## config.mk

```make
export PLATFORM = sky130hd
export DESIGN_NAME = dwc_top
export DESIGN_NICKNAME = d
export VERILOG_FILES = /design/src/dwc_pkg.sv /design/src/dwc_top.sv
export SDC_FILE = /design/constraint.sdc
export NUM_CORES = 1
export LEC_CHECK = 0
export ABC_AREA = 1
export ABC_CLOCK_PERIOD_IN_PS = 4900
export BUFFER_PORTS_ARGS = -buffer_cell sky130_fd_sc_hd__buf_2
export CAP_MARGIN = 20
export CELL_PAD_IN_SITES_DETAIL_PLACEMENT = 1
export CELL_PAD_IN_SITES_GLOBAL_PLACEMENT = 2
export CORE_UTILIZATION = 38
export CTS_BUF_LIST = sky130_fd_sc_hd__clkbuf_4
export CTS_CLUSTER_DIAMETER = 60
export DETAILED_ROUTE_END_ITERATION = 12
export GPL_TIMING_DRIVEN = 0
export MAX_ROUTING_LAYER = met4
export PLACE_DENSITY = 0.95
export SLEW_MARGIN = 0
export SYNTH_ARGS = -nofsm -noshare
export SYNTH_HDL_FRONTEND = slang
export SYNTH_SLANG_ARGS = --single-unit
export TNS_END_PERCENT = 5
```

## constraint.sdc

```tcl
create_clock -name clk_i -period 4.9 [get_ports clk_i]
set_clock_uncertainty 0.05 [all_clocks]
set_input_delay 0.49 -clock clk_i [delete_from_list [all_inputs] [get_ports clk_i]]
set_output_delay 0.49 -clock clk_i [all_outputs]
set_load 0.05 [all_outputs]
```

## src/dwc_pkg.sv

```systemverilog
package dwc_pkg;
    // register indices and byte addresses
    localparam logic [6:0] WDCFG_IDX    = 7'h0b;
    localparam logic [6:0] INCFG_IDX    = 7'h0c;
    localparam logic [6:0] LEVEL_IDX    = 7'h10;
    localparam logic [6:0] OVLF_IDX     = 7'h11;
    localparam logic [6:0] IRQ_ST_IDX   = 7'h12;
    localparam logic [6:0] IRQ_CLR_IDX  = 7'h13;
    localparam logic [6:0] IRQ_EN_IDX   = 7'h14;
    localparam logic [6:0] AW           = 7'h04;
    // reset values
    localparam logic [7:0] WDCFG_RST    = 8'h00;
    localparam logic [7:0] INCFG_RST    = 8'h08;
    localparam logic [3:0] IRQ_EN_RST   = 4'h0;
    // field positions
    localparam int WD_SEL_HI    = 7;
    localparam int WD_SEL_LO    = 6;
    localparam int CUR_SEL_HI   = 5;
    localparam int CUR_SEL_LO   = 4;
    localparam int THR_SEL_HI   = 3;
    localparam int THR_SEL_LO   = 2;
    localparam int SYNC_EN_BIT  = 1;
    localparam int HIGH_UV_BIT  = 0;
    localparam int TYPE2_BIT    = 7;
    localparam int RSVD_BIT     = 6;
    localparam int SMASK_BIT    = 5;
    localparam int LSRC_BIT     = 4;
    localparam int ABOVE_BIT    = 3;
    localparam int STRETCH_BIT  = 2;
    localparam int BLANK_HI     = 1;
    localparam int BLANK_LO     = 0;
    // interrupt status bits
    localparam int EV_SWD       = 0;
    localparam int EV_YWD       = 1;
    localparam int EV_SERR      = 2;
    localparam int EV_OVL       = 3;
    // time base
    localparam int CLK_PERIOD_NS = 10;
    localparam int TICK_NS       = 1000000;
    localparam int TICK_CYCLES   = TICK_NS / CLK_PERIOD_NS;
    localparam int TICK_MS       = 1;
    localparam int WD_A_MS       = 200;
    localparam int WD_B_MS       = 600;
    localparam int WD_C_MS       = 1200;
    localparam int BLANK_A_MS    = 8;
    localparam int BLANK_B_MS    = 50;
    localparam int BLANK_C_MS    = 300;
    localparam int HOLD_MS       = 100;
    localparam logic [10:0] WD_A_T    = 11'(WD_A_MS / TICK_MS);
    localparam logic [10:0] WD_B_T    = 11'(WD_B_MS / TICK_MS);
    localparam logic [10:0] WD_C_T    = 11'(WD_C_MS / TICK_MS);
    localparam logic [8:0]  BLANK_A_T = 9'(BLANK_A_MS / TICK_MS);
    localparam logic [8:0]  BLANK_B_T = 9'(BLANK_B_MS / TICK_MS);
    localparam logic [8:0]  BLANK_C_T = 9'(BLANK_C_MS / TICK_MS);
    localparam logic [6:0]  HOLD_T    = 7'(HOLD_MS / TICK_MS);
endpackage

```

## src/dwc_top.sv

```systemverilog
`timescale 1ns/1ps
module dwc_top #(
    parameter int unsigned TICK_CYCLES_P = dwc_pkg::TICK_CYCLES
) (
    input  wire logic       clk_i,
    input  wire logic       rst_b_i,
    input  wire logic [6:0] address_i,
    input  wire logic       read_i,
    input  wire logic       write_i,
    input  wire logic [31:0] writedata_i,
    input  wire logic [3:0] byteenable_i,
    output logic [31:0]     readdata_o,
    output logic            waitrequest_o,
    input  wire logic       serial_access_i,
    input  wire logic       sync_strobe_pin_i,
    input  wire logic       supply_uv_lockout_flag_i,
    input  wire logic       supply_warn_i,
    input  wire logic       supply_low_i,
    input  wire logic       main_above_norm_i,
    input  wire logic       main_above_high_i,
    input  wire logic [3:0] chan_below_norm_i,
    input  wire logic [3:0] chan_below_high_i,
    input  wire logic [3:0] channel_io_pin_i,
    input  wire logic [3:0] above_supply_fault_i,
    input  wire logic [3:0] overload_raw_i,
    output logic            serial_wd_timeout_o,
    output logic            sync_wd_timeout_o,
    output logic [1:0]      offstate_wire_current_sel_o,
    output logic [1:0]      supply_short_threshold_sel_o,
    output logic            high_uv_threshold_sel_o,
    output logic            input_type_two_sel_o,
    output logic            supply_ok_out_b_o,
    output logic [3:0]      channel_auto_on_o,
    output logic [3:0]      gate_off_o,
    output logic [3:0]      channel_thermal_overload_o,
    output logic            supply_error_flag_o,
    output logic            irq_o
);
    import dwc_pkg::*;

    localparam int TW = 17;

    initial begin
        if (TICK_CYCLES_P < 1 || TICK_CYCLES_P > (1 << TW)) begin
            $error("tick period out of range");
        end
    end

    localparam logic [TW-1:0] TICK_LAST = TW'(TICK_CYCLES_P - 1);

    typedef struct packed {
        logic [7:0]       wdcfg;
        logic [7:0]       incfg;
        logic             ack;
        logic [7:0]       rdata;
        logic [TW-1:0]    tick_cnt;
        logic             tick;
        logic [10:0]      swd_cnt;
        logic [10:0]      ywd_cnt;
        logic             swd_to;
        logic             ywd_to;
        logic             sync_prev;
        logic [3:0][8:0]  blank_cnt;
        logic [3:0][6:0]  hold_cnt;
        logic [3:0]       ovl;
        logic [3:0]       gate_off;
        logic [3:0]       auto_on;
        logic             ok_b;
        logic             serr;
        logic [3:0]       level;
        logic [3:0]       irq_st;
        logic [3:0]       irq_en;
    } dwc_state_s;

    dwc_state_s q;
    dwc_state_s d;

    // watchdog limit for a timeout code
    function automatic logic [10:0] wd_limit(input logic [1:0] sel);
        logic [10:0] r;
        r = WD_B_T;
        if (sel == 2'h1) begin
            r = WD_A_T;
        end else if (sel == 2'h3) begin
            r = WD_C_T;
        end
        return r;
    endfunction

    // overload blanking limit, zero means none
    function automatic logic [8:0] blank_limit(input logic [1:0] sel);
        logic [8:0] r;
        r = 9'h000;
        if (sel == 2'h1) begin
            r = BLANK_A_T;
        end else if (sel == 2'h2) begin
            r = BLANK_B_T;
        end else if (sel == 2'h3) begin
            r = BLANK_C_T;
        end
        return r;
    endfunction

    logic        req;
    logic        wr_go;
    logic [7:0]  rd;
    logic [3:0]  ev;
    logic [3:0]  clr;
    logic        swd_en;
    logic        ywd_en;
    logic [10:0] ywd_lim;
    logic [10:0] swd_lim;
    logic [8:0]  blim;
    logic [3:0]  chan_fault;
    logic        main_ok;
    logic        serr_raw;
    logic        qual;

    assign req           = read_i | write_i;
    assign waitrequest_o = req & ~q.ack;
    assign wr_go         = write_i & q.ack & byteenable_i[0];
    assign readdata_o    = {24'h000000, q.rdata};

    always_comb begin
        d        = q;
        rd       = 8'h00;
        ev       = 4'h0;
        clr      = 4'h0;
        qual     = 1'b0;
        blim     = blank_limit(q.incfg[BLANK_HI:BLANK_LO]);
        swd_en   = q.wdcfg[WD_SEL_HI:WD_SEL_LO] != 2'h0;
        swd_lim  = wd_limit(q.wdcfg[WD_SEL_HI:WD_SEL_LO]);
        ywd_en   = q.wdcfg[SYNC_EN_BIT];
        ywd_lim  = swd_en ? swd_lim : WD_B_T;
        // bus slave, one wait state
        d.ack = req & ~q.ack;
        if (req && !q.ack) begin
            if (address_i == 7'(WDCFG_IDX * AW)) begin
                rd = q.wdcfg;
            end else if (address_i == 7'(INCFG_IDX * AW)) begin
                rd = q.incfg;
            end else if (address_i == 7'(LEVEL_IDX * AW)) begin
                rd = {4'h0, q.level};
            end else if (address_i == 7'(OVLF_IDX * AW)) begin
                rd = {4'h0, q.ovl};
            end else if (address_i == 7'(IRQ_ST_IDX * AW)) begin
                rd = {4'h0, q.irq_st};
            end else if (address_i == 7'(IRQ_EN_IDX * AW)) begin
                rd = {4'h0, q.irq_en};
            end
            d.rdata = rd;
        end
        if (wr_go) begin
            if (address_i == 7'(WDCFG_IDX * AW)) begin
                d.wdcfg = writedata_i[7:0];
            end else if (address_i == 7'(INCFG_IDX * AW)) begin
                d.incfg = writedata_i[7:0];
            end else if (address_i == 7'(IRQ_CLR_IDX * AW)) begin
                clr = writedata_i[3:0];
            end else if (address_i == 7'(IRQ_EN_IDX * AW)) begin
                d.irq_en = writedata_i[3:0];
            end
        end
        // millisecond time base
        d.tick = 1'b0;
        if (q.tick_cnt == TICK_LAST) begin
            d.tick_cnt = '0;
            d.tick     = 1'b1;
        end else begin
            d.tick_cnt = q.tick_cnt + TW'(1);
        end
        // serial watchdog
        if (!swd_en) begin
            d.swd_cnt = 11'h000;
            d.swd_to  = 1'b0;
        end else if (serial_access_i) begin
            d.swd_cnt = 11'h000;
            d.swd_to  = 1'b0;
        end else if (q.tick && !q.swd_to) begin
            if (q.swd_cnt >= swd_lim - 11'h001) begin
                d.swd_to   = 1'b1;
                ev[EV_SWD] = 1'b1;
            end else begin
                d.swd_cnt = q.swd_cnt + 11'h001;
            end
        end
        // sync strobe watchdog
        d.sync_prev = sync_strobe_pin_i;
        if (!ywd_en) begin
            d.ywd_cnt = 11'h000;
            d.ywd_to  = 1'b0;
        end else if (sync_strobe_pin_i && !q.sync_prev) begin
            d.ywd_cnt = 11'h000;
            d.ywd_to  = 1'b0;
        end else if (q.tick && !q.ywd_to) begin
            if (q.ywd_cnt >= ywd_lim - 11'h001) begin
                d.ywd_to   = 1'b1;
                ev[EV_YWD] = 1'b1;
            end else begin
                d.ywd_cnt = q.ywd_cnt + 11'h001;
            end
        end
        // supply monitoring
        chan_fault = q.wdcfg[HIGH_UV_BIT] ? chan_below_high_i
                                          : chan_below_norm_i;
        main_ok    = q.wdcfg[HIGH_UV_BIT] ? main_above_high_i
                                          : main_above_norm_i;
        d.ok_b     = ~main_ok;
        d.auto_on  = main_ok ? ~chan_fault : 4'h0;
        serr_raw   = supply_uv_lockout_flag_i | supply_warn_i | supply_low_i
                   | (q.incfg[LSRC_BIT] & (|chan_fault));
        d.serr     = serr_raw & ~q.incfg[SMASK_BIT];
        if (d.serr && !q.serr) begin
            ev[EV_SERR] = 1'b1;
        end
        d.level = q.incfg[LSRC_BIT] ? chan_fault : channel_io_pin_i;
        d.gate_off = above_supply_fault_i & {4{q.incfg[ABOVE_BIT]}};
        // overload blanking and stretch per channel
        for (int i = 0; i < 4; i++) begin
            if (!overload_raw_i[i]) begin
                d.blank_cnt[i] = 9'h000;
            end else if (q.tick && q.blank_cnt[i] < blim) begin
                d.blank_cnt[i] = q.blank_cnt[i] + 9'h001;
            end
            qual = overload_raw_i[i] && q.blank_cnt[i] >= blim;
            if (qual) begin
                d.ovl[i]      = 1'b1;
                d.hold_cnt[i] = 7'h00;
                if (!q.ovl[i]) begin
                    ev[EV_OVL] = 1'b1;
                end
            end else if (q.ovl[i]) begin
                if (!q.incfg[STRETCH_BIT]) begin
                    d.ovl[i] = 1'b0;
                end else if (q.hold_cnt[i] >= HOLD_T) begin
                    d.ovl[i] = 1'b0;
                end else if (q.tick) begin
                    d.hold_cnt[i] = q.hold_cnt[i] + 7'h01;
                end
            end
        end
        // sticky status, set beats clear
        d.irq_st = (q.irq_st & ~clr) | ev;
    end

    always_ff @(posedge clk_i or negedge rst_b_i) begin
        if (!rst_b_i) begin
            q        <= '0;
            q.wdcfg  <= WDCFG_RST;
            q.incfg  <= INCFG_RST;
            q.ok_b   <= 1'b1;
            q.irq_en <= IRQ_EN_RST;
        end else begin
            q <= d;
        end
    end

    assign serial_wd_timeout_o          = q.swd_to;
    assign sync_wd_timeout_o            = q.ywd_to;
    assign offstate_wire_current_sel_o  = q.wdcfg[CUR_SEL_HI:CUR_SEL_LO];
    assign supply_short_threshold_sel_o = q.wdcfg[THR_SEL_HI:THR_SEL_LO];
    assign high_uv_threshold_sel_o      = q.wdcfg[HIGH_UV_BIT];
    assign input_type_two_sel_o         = q.incfg[TYPE2_BIT];
    assign supply_ok_out_b_o            = q.ok_b;
    assign channel_auto_on_o            = q.auto_on;
    assign gate_off_o                   = q.gate_off;
    assign channel_thermal_overload_o   = q.ovl;
    assign supply_error_flag_o          = q.serr;
    assign irq_o                        = |(q.irq_st & q.irq_en);
endmodule

```

# Yosys cells after proc, flatten, opt, wreduce, memory -nomap -nowiden
# Index checks and enable logic that the tools add are counted.
dict set report op_classes {
  addsub 13
  mul 0
  div 0
  magnitude_cmp 14
  n_eq_ne 27
  shifts 0
  mux 99
  n_bitwise 21
  reduce_logical 44
}
# operator n
set op_table {}
lappend op_table {{$mux W7} 20}
lappend op_table {{$mux W11} 11}
lappend op_table {{$mux W9} 11}
lappend op_table {{$mux W4} 11}
lappend op_table {{$mux W1} 43}
lappend op_table {{$add A9 B1 Y9 const B} 4}
lappend op_table {{$ge A9 B9 Y1} 4}
lappend op_table {{$lt A9 B9 Y1} 4}
lappend op_table {{$eq A7 B7 Y1 const B} 5}
lappend op_table {{$add A7 B1 Y7 const B} 4}
lappend op_table {{$ge A7 B7 Y1 const B} 4}
lappend op_table {{$reduce_bool A2 Y1} 13}
lappend op_table {{$add A11 B1 Y11 const B} 2}
lappend op_table {{$ge A11 B11 Y1} 2}
lappend op_table {{$sub A11 B1 Y11 const B} 2}
lappend op_table {{$add A17 B1 Y17 const B} 1}
lappend op_table {{$eq A17 B17 Y1 const B} 1}
lappend op_table {{$mux W17} 1}
lappend op_table {{$mux W8} 2}
lappend op_table {{$reduce_and A4 Y1} 4}
lappend op_table {{$eq A7 B6 Y1 const B} 2}
lappend op_table {{$logic_and A1 B1 Y1} 13}
lappend op_table {{$and A4 B4 Y4} 3}
lappend op_table {{$reduce_and A2 Y1} 5}
lappend op_table {{other kinds (16)} 46}
dict set report totals {
  ff_bits 158
  latchBits 0
  ram_bits 0
  rom_bits 0
  inputBits 74
  output_inout_bits 56
  elab_cells 245
  mem_count 0
}

# Depth between registers and ports, before layout
# Gate-level depths: netlist of run 1.
dict set report logic_depth {
  depth_word 14
  depth_mapped 14
  depth_no_buf 14
}

# Worst setup path after synthesis of run 1
# OpenSTA, ideal clock, no wires.
dict set report synth_path {
  kind {register to register}
  start {reg q[143] (netlist name)}
  end {reg q[86] (netlist name)}
  setup_time_ps 122
  arrival_time_ps 1880
  required_ps 4728
  path_slack_ps 2848
  stages_incl_launch_ff 14
  path_buffers 1
  synth_period_minus_slack_ps 2052
  cell_sequence {dfrtp_1 inv_1 nor2_1 inv_1 ha_1 a21boi_0 nand2_1 nand2_1 nand2_1 nand3_1 nand2_2 buf_6 nand3_1 o21ai_1}
}
dict set report synth_via {
  elab_chain_cells 7
  elab_cells_between_ends 9
  classes_between {1 x order compare; 4 x eq/ne; 3 x mux; 1 x reduce/logical}
}
# element line_no
set synth_rtl {}
lappend synth_rtl {{from (decl)} dwc_top.sv:75} ;# dwc_state_s q;
lappend synth_rtl {{$eq A2 B2 Y1} dwc_top.sv:98} ;# end else if (sel == 2'h3) begin
lappend synth_rtl {{$mux W9} dwc_top.sv:98}
lappend synth_rtl {{$mux W9} dwc_top.sv:96} ;# end else if (sel == 2'h2) begin
lappend synth_rtl {{$mux W9 (*)} dwc_top.sv:94} ;# if (sel == 2'h1) begin
lappend synth_rtl {{$lt A9 B9 Y1 (*)} dwc_top.sv:222} ;# end else if (q.tick && q.blank_cnt[i] < blim) begin
lappend synth_rtl {{$logic_and A1 B1 Y1 (*)} dwc_top.sv:222}
lappend synth_rtl {{$ne A2 B1 Y1 (no source line) (*)} -}
# Every way passes the cells marked *; elsewhere a longest branch is shown, timed or not.
# A chain may end at the register's enable or synchronous reset.

# Worst setup path after layout of run 1
dict set report layout_path {
  start {reg q[143] (netlist name)}
  end {reg q[52] (netlist name)}
}
dict set report layout_via {
  elab_chain_cells 8
  elab_cells_between_ends 14
  classes_between {1 x order compare; 4 x eq/ne; 4 x mux; 5 x reduce/logical}
}
# element line_no
set layout_rtl {}
lappend layout_rtl {{$eq A2 B2 Y1} dwc_top.sv:98}
lappend layout_rtl {{$mux W9} dwc_top.sv:98}
lappend layout_rtl {{$mux W9} dwc_top.sv:96}
lappend layout_rtl {{$mux W9 (*)} dwc_top.sv:94}
lappend layout_rtl {{$ge A9 B9 Y1 (*)} dwc_top.sv:225} ;# qual = overload_raw_i[i] && q.blank_cnt[i] >= blim;
lappend layout_rtl {{$logic_and A1 B1 Y1 (*)} dwc_top.sv:225}
lappend layout_rtl {{$ne A2 B2 Y1 (no source line) or $reduce_bool A2 Y1 (tied branches)} -}
lappend layout_rtl {{$reduce_and A4 Y1 (no source line)} -}
# Marks and branches as above.

==> implementation parameters, run 1 <==
Parameter                              Value

Setup path
  Crit path max fanout    8
  Reg2reg start    q[143]$_DFFE_PN0P_
  Critical Setup Path Class    flop to flop
  Delay-heaviest family, CP    simple AND/OR/NAND/NOR gates
  Critical path, cell by cell    inv_1 -> nor2_1 -> inv_1 -> ha_1 -> a21boi_0 -> nand2_1 -> nand2_1 -> nand2_1 -> nand3_1 -> nand2_2 -> nand2_4 -> o21ai_0
  Endpoint arrival time on the critical path    between 3 and 4 ns
  Number of buffer and inverter stages on the critical path    2
  Critical path's slowest cell    sky130_fd_sc_hd__dfrtp_1
  Type of origin of the critical path    flop
  Critical path's most frequent cell    sky130_fd_sc_hd__nand2_1
  Type of destination of the critical path    flop
  Crit path largest cell delay    0.52 ns
  Worst EP required    ~5.3 ns
  Worst setup startpoint    q[143]$_DFFE_PN0P_

Power and ir drop
  Flop pwr share    52.4%
  P per Cell Area    between 200 and 250 nW/um^2
  Clk network pwr share    around a third
  Reported leakage power    5.80 nW
  Reported net switching power    approximately 0.91 mW
  Worst IR drop on VDD    between 0.0001 and 0.00015 V
  Logic pwr share    approximately 14%
  Switching part of the total    a little over a third
  Design internal power    roughly 1.7 mW

Drt
  Post-route ant nets    0
  DR DRC count    0
  Drt total wl    26.6 mm
  Wire length per cell    between 10 and 15 um
  Via count of the routed design    8753
  Drt first-iter violations    374
  Drt first pass iters    6
  Drt via density    roughly 5

GRT
  Vias in the first global route    9137
  GRT Resource Usage Total    about 22%
  Wire length of the first global-routing pass    around 45 mm
  Largest net degree at the start of global routing    slightly above 90
  GRT Residual Overflow    0
  Antenna violations before repair    1

Worst hold path
  Worst min-delay path category    primary input to flop
  Min-delay src    main_above_norm_i

Final layout
  Synth-to-layout area growth    13.1%
  Number of nets in the finished design    roughly 1600
  Layout cells sized above 1    between 10 and 15%

STA
  Maximum achievable frequency    ~0.36 GHz
  Number of hold-slack violations in the final timing report    0
  Final setup fails    0
  Fin crit period    2.80 ns
  Post-Route Setup TNS    0 ns
  Setup repair after global routing missed its margin    no
  Worst relative slew slack    53.0%
  Max-slew violation count    0
  Share of the clock period used by the worst path    57.1%
  Smallest setup slack after layout    2.10 ns
  Least-Margin Pin Slew    around 0.70 ns

Die
  Die height    ~160 um
  Total Die Area    between 20000 and 30000 um^2
  Initial Util    about two fifths
  Io pins    130
  Number of core rows    a little under 60
  Area of the core    approximately 25000 um^2
  Chip width    between 150 and 200 um

Clock network
  Hold-fix buffers at CTS    6
  Post-CTS setup buffer count    0
  Number of sinks handled by clock tree synthesis    approximately 160
  TritonCTS clock tree    built
  Later-pin clock latency in the skew report    around 0.6 ns
  H-tree lvl count    4
  Clock transition at path regs    ~0.19 ns
  Number of buffers on the longest clock path    2
  Number of buffers inserted during clock tree synthesis    17
  Cells resized by post-CTS repair    0
  Clock root buffer master    sky130_fd_sc_hd__clkbuf_4

Yosys
  Top post-synthesis cells by count    sky130_fd_sc_hd__nand2_1 (295), sky130_fd_sc_hd__inv_1 (177), sky130_fd_sc_hd__dfrtp_1 (156), sky130_fd_sc_hd__nand3_1 (137), sky130_fd_sc_hd__nor2_1 (116)
  Synthesis warning total    0
  Area leader, netlist    sky130_fd_sc_hd__dfrtp_1
  Fraction of registers with async set/reset    between 90% and 100%
  Gate count after technology mapping    around 1300
  Flip-flop and latch count after synthesis    158
  Most numerous cell in the Yosys netlist    sky130_fd_sc_hd__nand2_1
  Mapped Area    between 9000 and 10000 um^2
  Cell types with the largest area share after synthesis    sky130_fd_sc_hd__dfrtp_1 (39%), sky130_fd_sc_hd__nand2_1 (11%), sky130_fd_sc_hd__nand3_1 (6.9%)
  Top-area cell type share of the netlist area    between 30% and 40%
  Fraction of the yosys area taken by sequential cells    between 30% and 40%
  Mean cell area of the mapped netlist    7.59 um^2
  Count of cell types in the netlist    39
  Prevailing post-synth register cell    sky130_fd_sc_hd__dfrtp_1
  Number of flops mapped to enable cells by yosys    0

Place
  Post-DP HPWL    between 15 and 20 mm
  Minimum setup slack after placement    ~2.1 ns
  Final weighted congestion in routability-driven placement    approximately 0.82
  Number of port buffers    76

Run status
  Status    completed

Run
  Number of violations of the max-capacitance limit    0
## through the flow
step	utilization (%)	power (mW)	std cells	hold slack (ns)	instance area (um^2)
after global routing	44.2	2.74	1779	0.0284	11200
final	44.2	2.61	1779	0.0641	11200
after CTS	44.2	2.65	1778	0.0132	11200
after detailed placement	42.7	1.77	1740	0.423	10900
after global placement	42.6	1.75	1739	0.403	10800
after floorplan	-	1.64	1333	0.144	10000
## flip-flops by register name, indices dropped and copies added (netlist names), 2 cells and up
| name | flops |
|---|---|
| q | 128 |
| channel_auto_on_o | 4 |
| supply_short_threshold_sel_o | 2 |
| gate_off_o | 4 |
| readdata_o | 8 |
| channel_thermal_overload_o | 4 |
| offstate_wire_current_sel_o | 2 |
## path summary, 6_finish.rpt
check                      cells past startpoint  slack [ns]                           to
setup / recovery                              12        2.10            q[52]$_DFFE_PN0P_
hold / removal                                 2        0.06  supply_ok_out_b_o$_DFF_PN1_
setup reg to reg                              12        2.10            q[52]$_DFFE_PN0P_
hold reg to reg                                1        0.44             q[116]$_DFF_PN0_
max in group asynchronous                      3        3.59            q[54]$_DFFE_PN0P_
min in group asynchronous                      2        0.34            q[81]$_DFFE_PN0P_
## cells by family (layout without fill, tap and decap cells)
kind of cell               count (synthesis)  count (layout)  synth area share [%]
and+or+nand+nor                          665             665                  30.1
buffers and inverters                    253             368                  12.0
DFF                                      158             158                  39.8
AOI/OAI and AO/OA                        128             128                  6.96
adders and majority gates                 51              51                  6.43
xor gates and xnor gates                  51              51                  4.50
other                                      2              27                0.0756
muxes                                      1               1                 0.101
## cell type report
type / instances / area (um^2)
inverters: 179 / 672
plain buffers: 74 / 523
well taps: 330 / 413
clock buffers: 17 / 128
fillers: 3274 / 14200
clock inverters: 15 / 191
flip-flops and latches: 158 / 3960
diodes: 1 / 2.50
repair buffers: 83 / 478
multi-input cells: 922 / 4870
## power by group through the flow
stage               Clock (mW)  Combinational, mW  Sequential [mW]
floorplan                    0              0.255             1.39
global placement             0              0.362             1.39
detailed placement           0              0.374             1.39
CTS                      0.904              0.379             1.37
global route             0.955              0.415             1.37
finish                   0.869              0.374             1.37
## cell usage in the layout, fill, tap and decap left out, types with 2 or more instances in the layout
cell type | netlist | routed
sky130_fd_sc_hd__nand2_1 | 295 | 295
sky130_fd_sc_hd__inv_1 | 177 | 177
sky130_fd_sc_hd__dfrtp_1 | 156 | 156
sky130_fd_sc_hd__nand3_1 | 137 | 137
sky130_fd_sc_hd__nor2_1 | 116 | 116
sky130_fd_sc_hd__buf_2 | 7 | 82
sky130_fd_sc_hd__o21ai_0 | 69 | 69
sky130_fd_sc_hd__buf_4 | 53 | 53
sky130_fd_sc_hd__ha_1 | 51 | 51
sky130_fd_sc_hd__xor2_1 | 48 | 48
sky130_fd_sc_hd__nor3_1 | 34 | 34
sky130_fd_sc_hd__a21oi_1 | 32 | 32
sky130_fd_sc_hd__nand4_1 | 29 | 29
sky130_fd_sc_hd__conb_1 | 2 | 26
sky130_fd_sc_hd__clkbuf_4 | 0 | 17
sky130_fd_sc_hd__nor4_1 | 14 | 14
sky130_fd_sc_hd__nand3b_1 | 12 | 12
sky130_fd_sc_hd__clkbuf_1 | 9 | 9
sky130_fd_sc_hd__o21ai_1 | 8 | 8
sky130_fd_sc_hd__o21ai_2 | 7 | 7
sky130_fd_sc_hd__nand2_2 | 6 | 6
sky130_fd_sc_hd__clkinv_8 | 0 | 6
sky130_fd_sc_hd__inv_8 | 0 | 6
sky130_fd_sc_hd__dlygate4sd3_1 | 0 | 6
sky130_fd_sc_hd__or2_2 | 5 | 5
sky130_fd_sc_hd__a31oi_1 | 5 | 5
sky130_fd_sc_hd__nand2_4 | 5 | 5
sky130_fd_sc_hd__buf_6 | 5 | 5
sky130_fd_sc_hd__o21a_1 | 4 | 4
sky130_fd_sc_hd__and3_1 | 3 | 3
sky130_fd_sc_hd__xnor2_1 | 3 | 3
sky130_fd_sc_hd__nor3_2 | 2 | 2
sky130_fd_sc_hd__nor2_2 | 2 | 2
sky130_fd_sc_hd__a21boi_0 | 2 | 2
sky130_fd_sc_hd__inv_2 | 2 | 2
sky130_fd_sc_hd__inv_6 | 0 | 2
sky130_fd_sc_hd__dfstp_2 | 2 | 2
## per-layer routing
| layer | track usage (%) | wire (um) | vias to the layer above | share of wire (%) |
|---|---|---|---|---|
| li1 | - | - | 4408 | - |
| met1 | 27.1 | 12400 | 4244 | 47 |
| met2 | 37.6 | 13200 | 86 | 50 |
| met3 | 3.58 | 610 | 15 | 2.3 |
| met4 | 4.71 | 286 | 0 | 1.1 |
| met5 | - | 0 | - | 0 |
Note: power is estimated with default switching activity, not from simulation.
==> inputs of run 2 (changes only) <==
ABC_CLOCK_PERIOD_IN_PS = 2200   (was 4900)
CORE_UTILIZATION = 31   (was 38)
PLACE_DENSITY = 0.87   (was 0.95)
clock period = 2.2 ns   (was 4.9 ns; I/O delays follow)
==> run 2 against run 1 <==
  * The flow now finishes with violations (negative setup slack)
  * Critical path depth shrank 1
  * Total power grew 130%
  * Routed wire length rose by 7.9%
  * Maximum frequency grew 23%
  * First-iteration DRC count decreased by 14%
  * Clock-buffer cell count did not move
  * Global-route usage down 3.6 points
  * Die area grew 22%
  * Final cell count is 7.5% higher
  * Worst setup slack worse by 2.2 ns
  * Register-to-register slack got worse by 2.2 ns
  * Via count grew 4.2%
==> implementation parameters, run 2 (synthesis results as in run 1) <==
Parameter                              Value

Run status
  Status    finished with violations
  Violations in the final reports    negative setup slack

Final layout
  Count of non-filler cells in the finished layout    approximately 1900
  Multi-input gate area    5170 um^2
  Most common library cell in the layout ignoring fill and taps    sky130_fd_sc_hd__nand2_1
  Synth-to-layout area growth    23.6%
  Layout cells sized above 1    19.2%
  Reg with most FFs    q
  Area occupied by registers    around 4000 um^2
  Number of nets in the finished design    1621
  Leading cell types in the layout, fill and taps excluded    sky130_fd_sc_hd__nand2_1 (282), sky130_fd_sc_hd__inv_1 (173), sky130_fd_sc_hd__dfrtp_1 (153), sky130_fd_sc_hd__nand3_1 (125), sky130_fd_sc_hd__nor2_1 (112)
  Fill cells    3910
  Max reg flops    128

Power and ir drop
  Reported leakage power    6.17 nW
  Reported net switching power    just under 2 mW
  Logic pwr share    between 15 and 20%
  Overall power    ~6.0 mW
  Clk network pwr share    ~32%
  Switching part of the total    32.3%
  Worst IR drop on VDD    about 0.00031 V
  P per Cell Area    485 nW/um^2
  Design internal power    between 4 and 5 mW
  Flop pwr share    slightly above 50%

Drt
  Post-route ant nets    0
  DR DRC count    0
  Wire length per cell    15.0 um
  Length of routed met2 wiring    14.6 mm
  Sum of routed wire segments on met1    between 10 and 15 mm
  Drt first-iter violations    around 320
  Top routing layer in use    met4
  Routed length on met3    just under 500 um
  Via count of the routed design    around 9100
  Drt total wl    about 29 mm
  Drt via density    ~4.8
  Drt first pass iters    4

GRT
  GRT Resource Usage Total    18.4%
  Wire length of the first global-routing pass    around 47 mm
  Largest net degree at the start of global routing    between 90 and 100
  Vias in the first global route    around 9400
  Antenna violations before repair    2
  GRT Residual Overflow    0

Clock network
  TritonCTS clock tree    built
  Number of buffers inserted during clock tree synthesis    17
  Clock root buffer master    sky130_fd_sc_hd__clkbuf_4
  Later-pin clock latency in the skew report    approximately 0.6 ns
  Clock transition at path regs    ~0.15 ns
  H-tree lvl count    4
  Number of buffers on the longest clock path    2
  Number of sinks handled by clock tree synthesis    158

Setup path
  Crit path max fanout    8
  Endpoint arrival time on the critical path    approximately 2.7 ns
  End of the worst register-to-register path    q[52]$_DFFE_PN0P_
  Critical path's slowest cell    sky130_fd_sc_hd__dfrtp_2
  Worst reg2reg setup slack    -0.08 ns
  Worst EP required    2.63 ns
  Type of origin of the critical path    flop
  Reg2reg start    q[143]$_DFFE_PN0P_
  Critical Setup Path Class    flop to flop
  Crit path largest cell delay    between 0.4 and 0.5 ns
  Delay-heaviest family, CP    simple AND/OR/NAND/NOR gates
  Type of destination of the critical path    flop
  Critical path, cell by cell    clkinvlp_4 -> buf_6 -> buf_6 -> ha_4 -> nand2_2 -> nor3_4 -> nand4_1 -> nand3_4 -> nand2_8 -> nand2_8 -> o21ai_1
  Number of buffer and inverter stages on the critical path    3
  Depth of the worst register-to-register path    11

STA
  Setup repair after global routing missed its margin    yes
  Final setup fails    26
  Share of the clock period used by the worst path    104%
  Maximum achievable frequency    roughly 0.44 GHz
  Fin crit period    2.28 ns
  Worst relative slew slack    58.1%
  Smallest setup slack after layout    -0.0841 ns
  Number of hold-slack violations in the final timing report    0
  Max-slew violation count    0
  Least-Margin Pin Slew    roughly 0.63 ns

Die
  Io pins    between 100 and 150
  Number of core rows    65
  Total Die Area    roughly 33000 um^2
  Area of the core    between 30000 and 40000 um^2
  Die height    approximately 180 um
  Chip width    around 180 um
  Initial Util    between 30% and 40%

Worst hold path
  Min-delay src    address_i[4]
  Worst min-delay path category    primary input to flop
  Min-Delay Path Depth    5
  Worst Hold Endpoint    readdata_o[6]$_DFFE_PN0P_

Place
  Minimum setup slack after placement    -0.604 ns
  Post-DP HPWL    20.4 mm
  Number of port buffers    between 70 and 80
  Placed Instances    1812
  Final weighted congestion in routability-driven placement    0.815

Run
  Number of violations of the max-capacitance limit    0
==> run 2: per-layer routing <==
layer	track usage [%]	vias up
met3	2.86	22
met5	-	-
met1	22.6	4484
met4	3.80	0
li1	-	4541
met2	31.8	72
==> run 2: worst max path at each step <==
| stage | from | end | slack [ns] | cells past startpoint |
|---|---|---|---|---|
| 2_1_floorplan | q[143]$_DFFE_PN0P_ | q[86]$_DFFE_PN0P_ | 0.15 | 13 |
| 3_3_place_gp | rst_b_i | gate_off_o[0]$_DFF_PN0_ | -1.84 | 1 |
| 3_5_place_dp | q[143]$_DFFE_PN0P_ | q[50]$_DFFE_PN0P_ | -0.60 | 12 |
| 4_1_cts | q[142]$_DFFE_PN0P_ | q[31]$_DFFE_PN0P_ | -0.11 | 13 |
| 5_1_grt | q[143]$_DFFE_PN0P_ | q[52]$_DFFE_PN0P_ | -0.17 | 11 |
| 6_report | q[143]$_DFFE_PN0P_ | q[52]$_DFFE_PN0P_ | -0.08 | 11 |
==> run 2: worst reg2reg max path: stages, from the launching register on <==
cell and delay [ns]:
sky130_fd_sc_hd__dfrtp_2 0.49, sky130_fd_sc_hd__clkinvlp_4 0.20, sky130_fd_sc_hd__buf_6 0.15, sky130_fd_sc_hd__buf_6 0.12, sky130_fd_sc_hd__ha_4 0.26, sky130_fd_sc_hd__nand2_2 0.05
sky130_fd_sc_hd__nor3_4 0.20, sky130_fd_sc_hd__nand4_1 0.20, sky130_fd_sc_hd__nand3_4 0.17, sky130_fd_sc_hd__nand2_8 0.10, sky130_fd_sc_hd__nand2_8 0.12, sky130_fd_sc_hd__o21ai_1 0.06
==> run 2: timing repair <==
item	in CTS	in global routing
pin swaps	2	27
gates cloned	0	4
setup endpoints to repair	91	87
hold buffers	38	0
hold endpoints to repair	130	0
resized for setup	19	101
setup buffers	5	21
==> run 2: cell type report <==
cell class,instances,share of cell area (%)
Antenna cell,2,0.0408
Buffer,74,4.60
Clock buffer,17,1.04
Clock inverter,15,1.29
Inverter,179,5.53
Multi-Input combinational cell,922,42.2
Sequential cell,158,32.3
Tap cell,402,4.10
Timing Repair Buffer,144,8.98
==> run 2: metrics by stage <==
stage	TNS (ns)	util (%)	cell area, um^2	hold WS (ns)
after floorplan	0	-	10000	-0.126
after global placement	-320.57	34.6	10900	0.337
after detailed placement	-36.86	34.7	10900	0.164
after CTS	-0.923	37.1	11700	0.0196
after global routing	-8.77	38.9	12300	0.0394
final	-0.615	38.9	12300	0.0720
==> run 2: power by group through the flow <==
stage	Sequential [mW]	Combinational (mW)	Clock, mW
finish	3.04	1.01	1.90
CTS	3.04	0.901	1.97
global placement	3.10	0.809	0
detailed placement	3.10	0.832	0
floorplan	3.09	0.569	0
global route	3.05	1.10	2.07
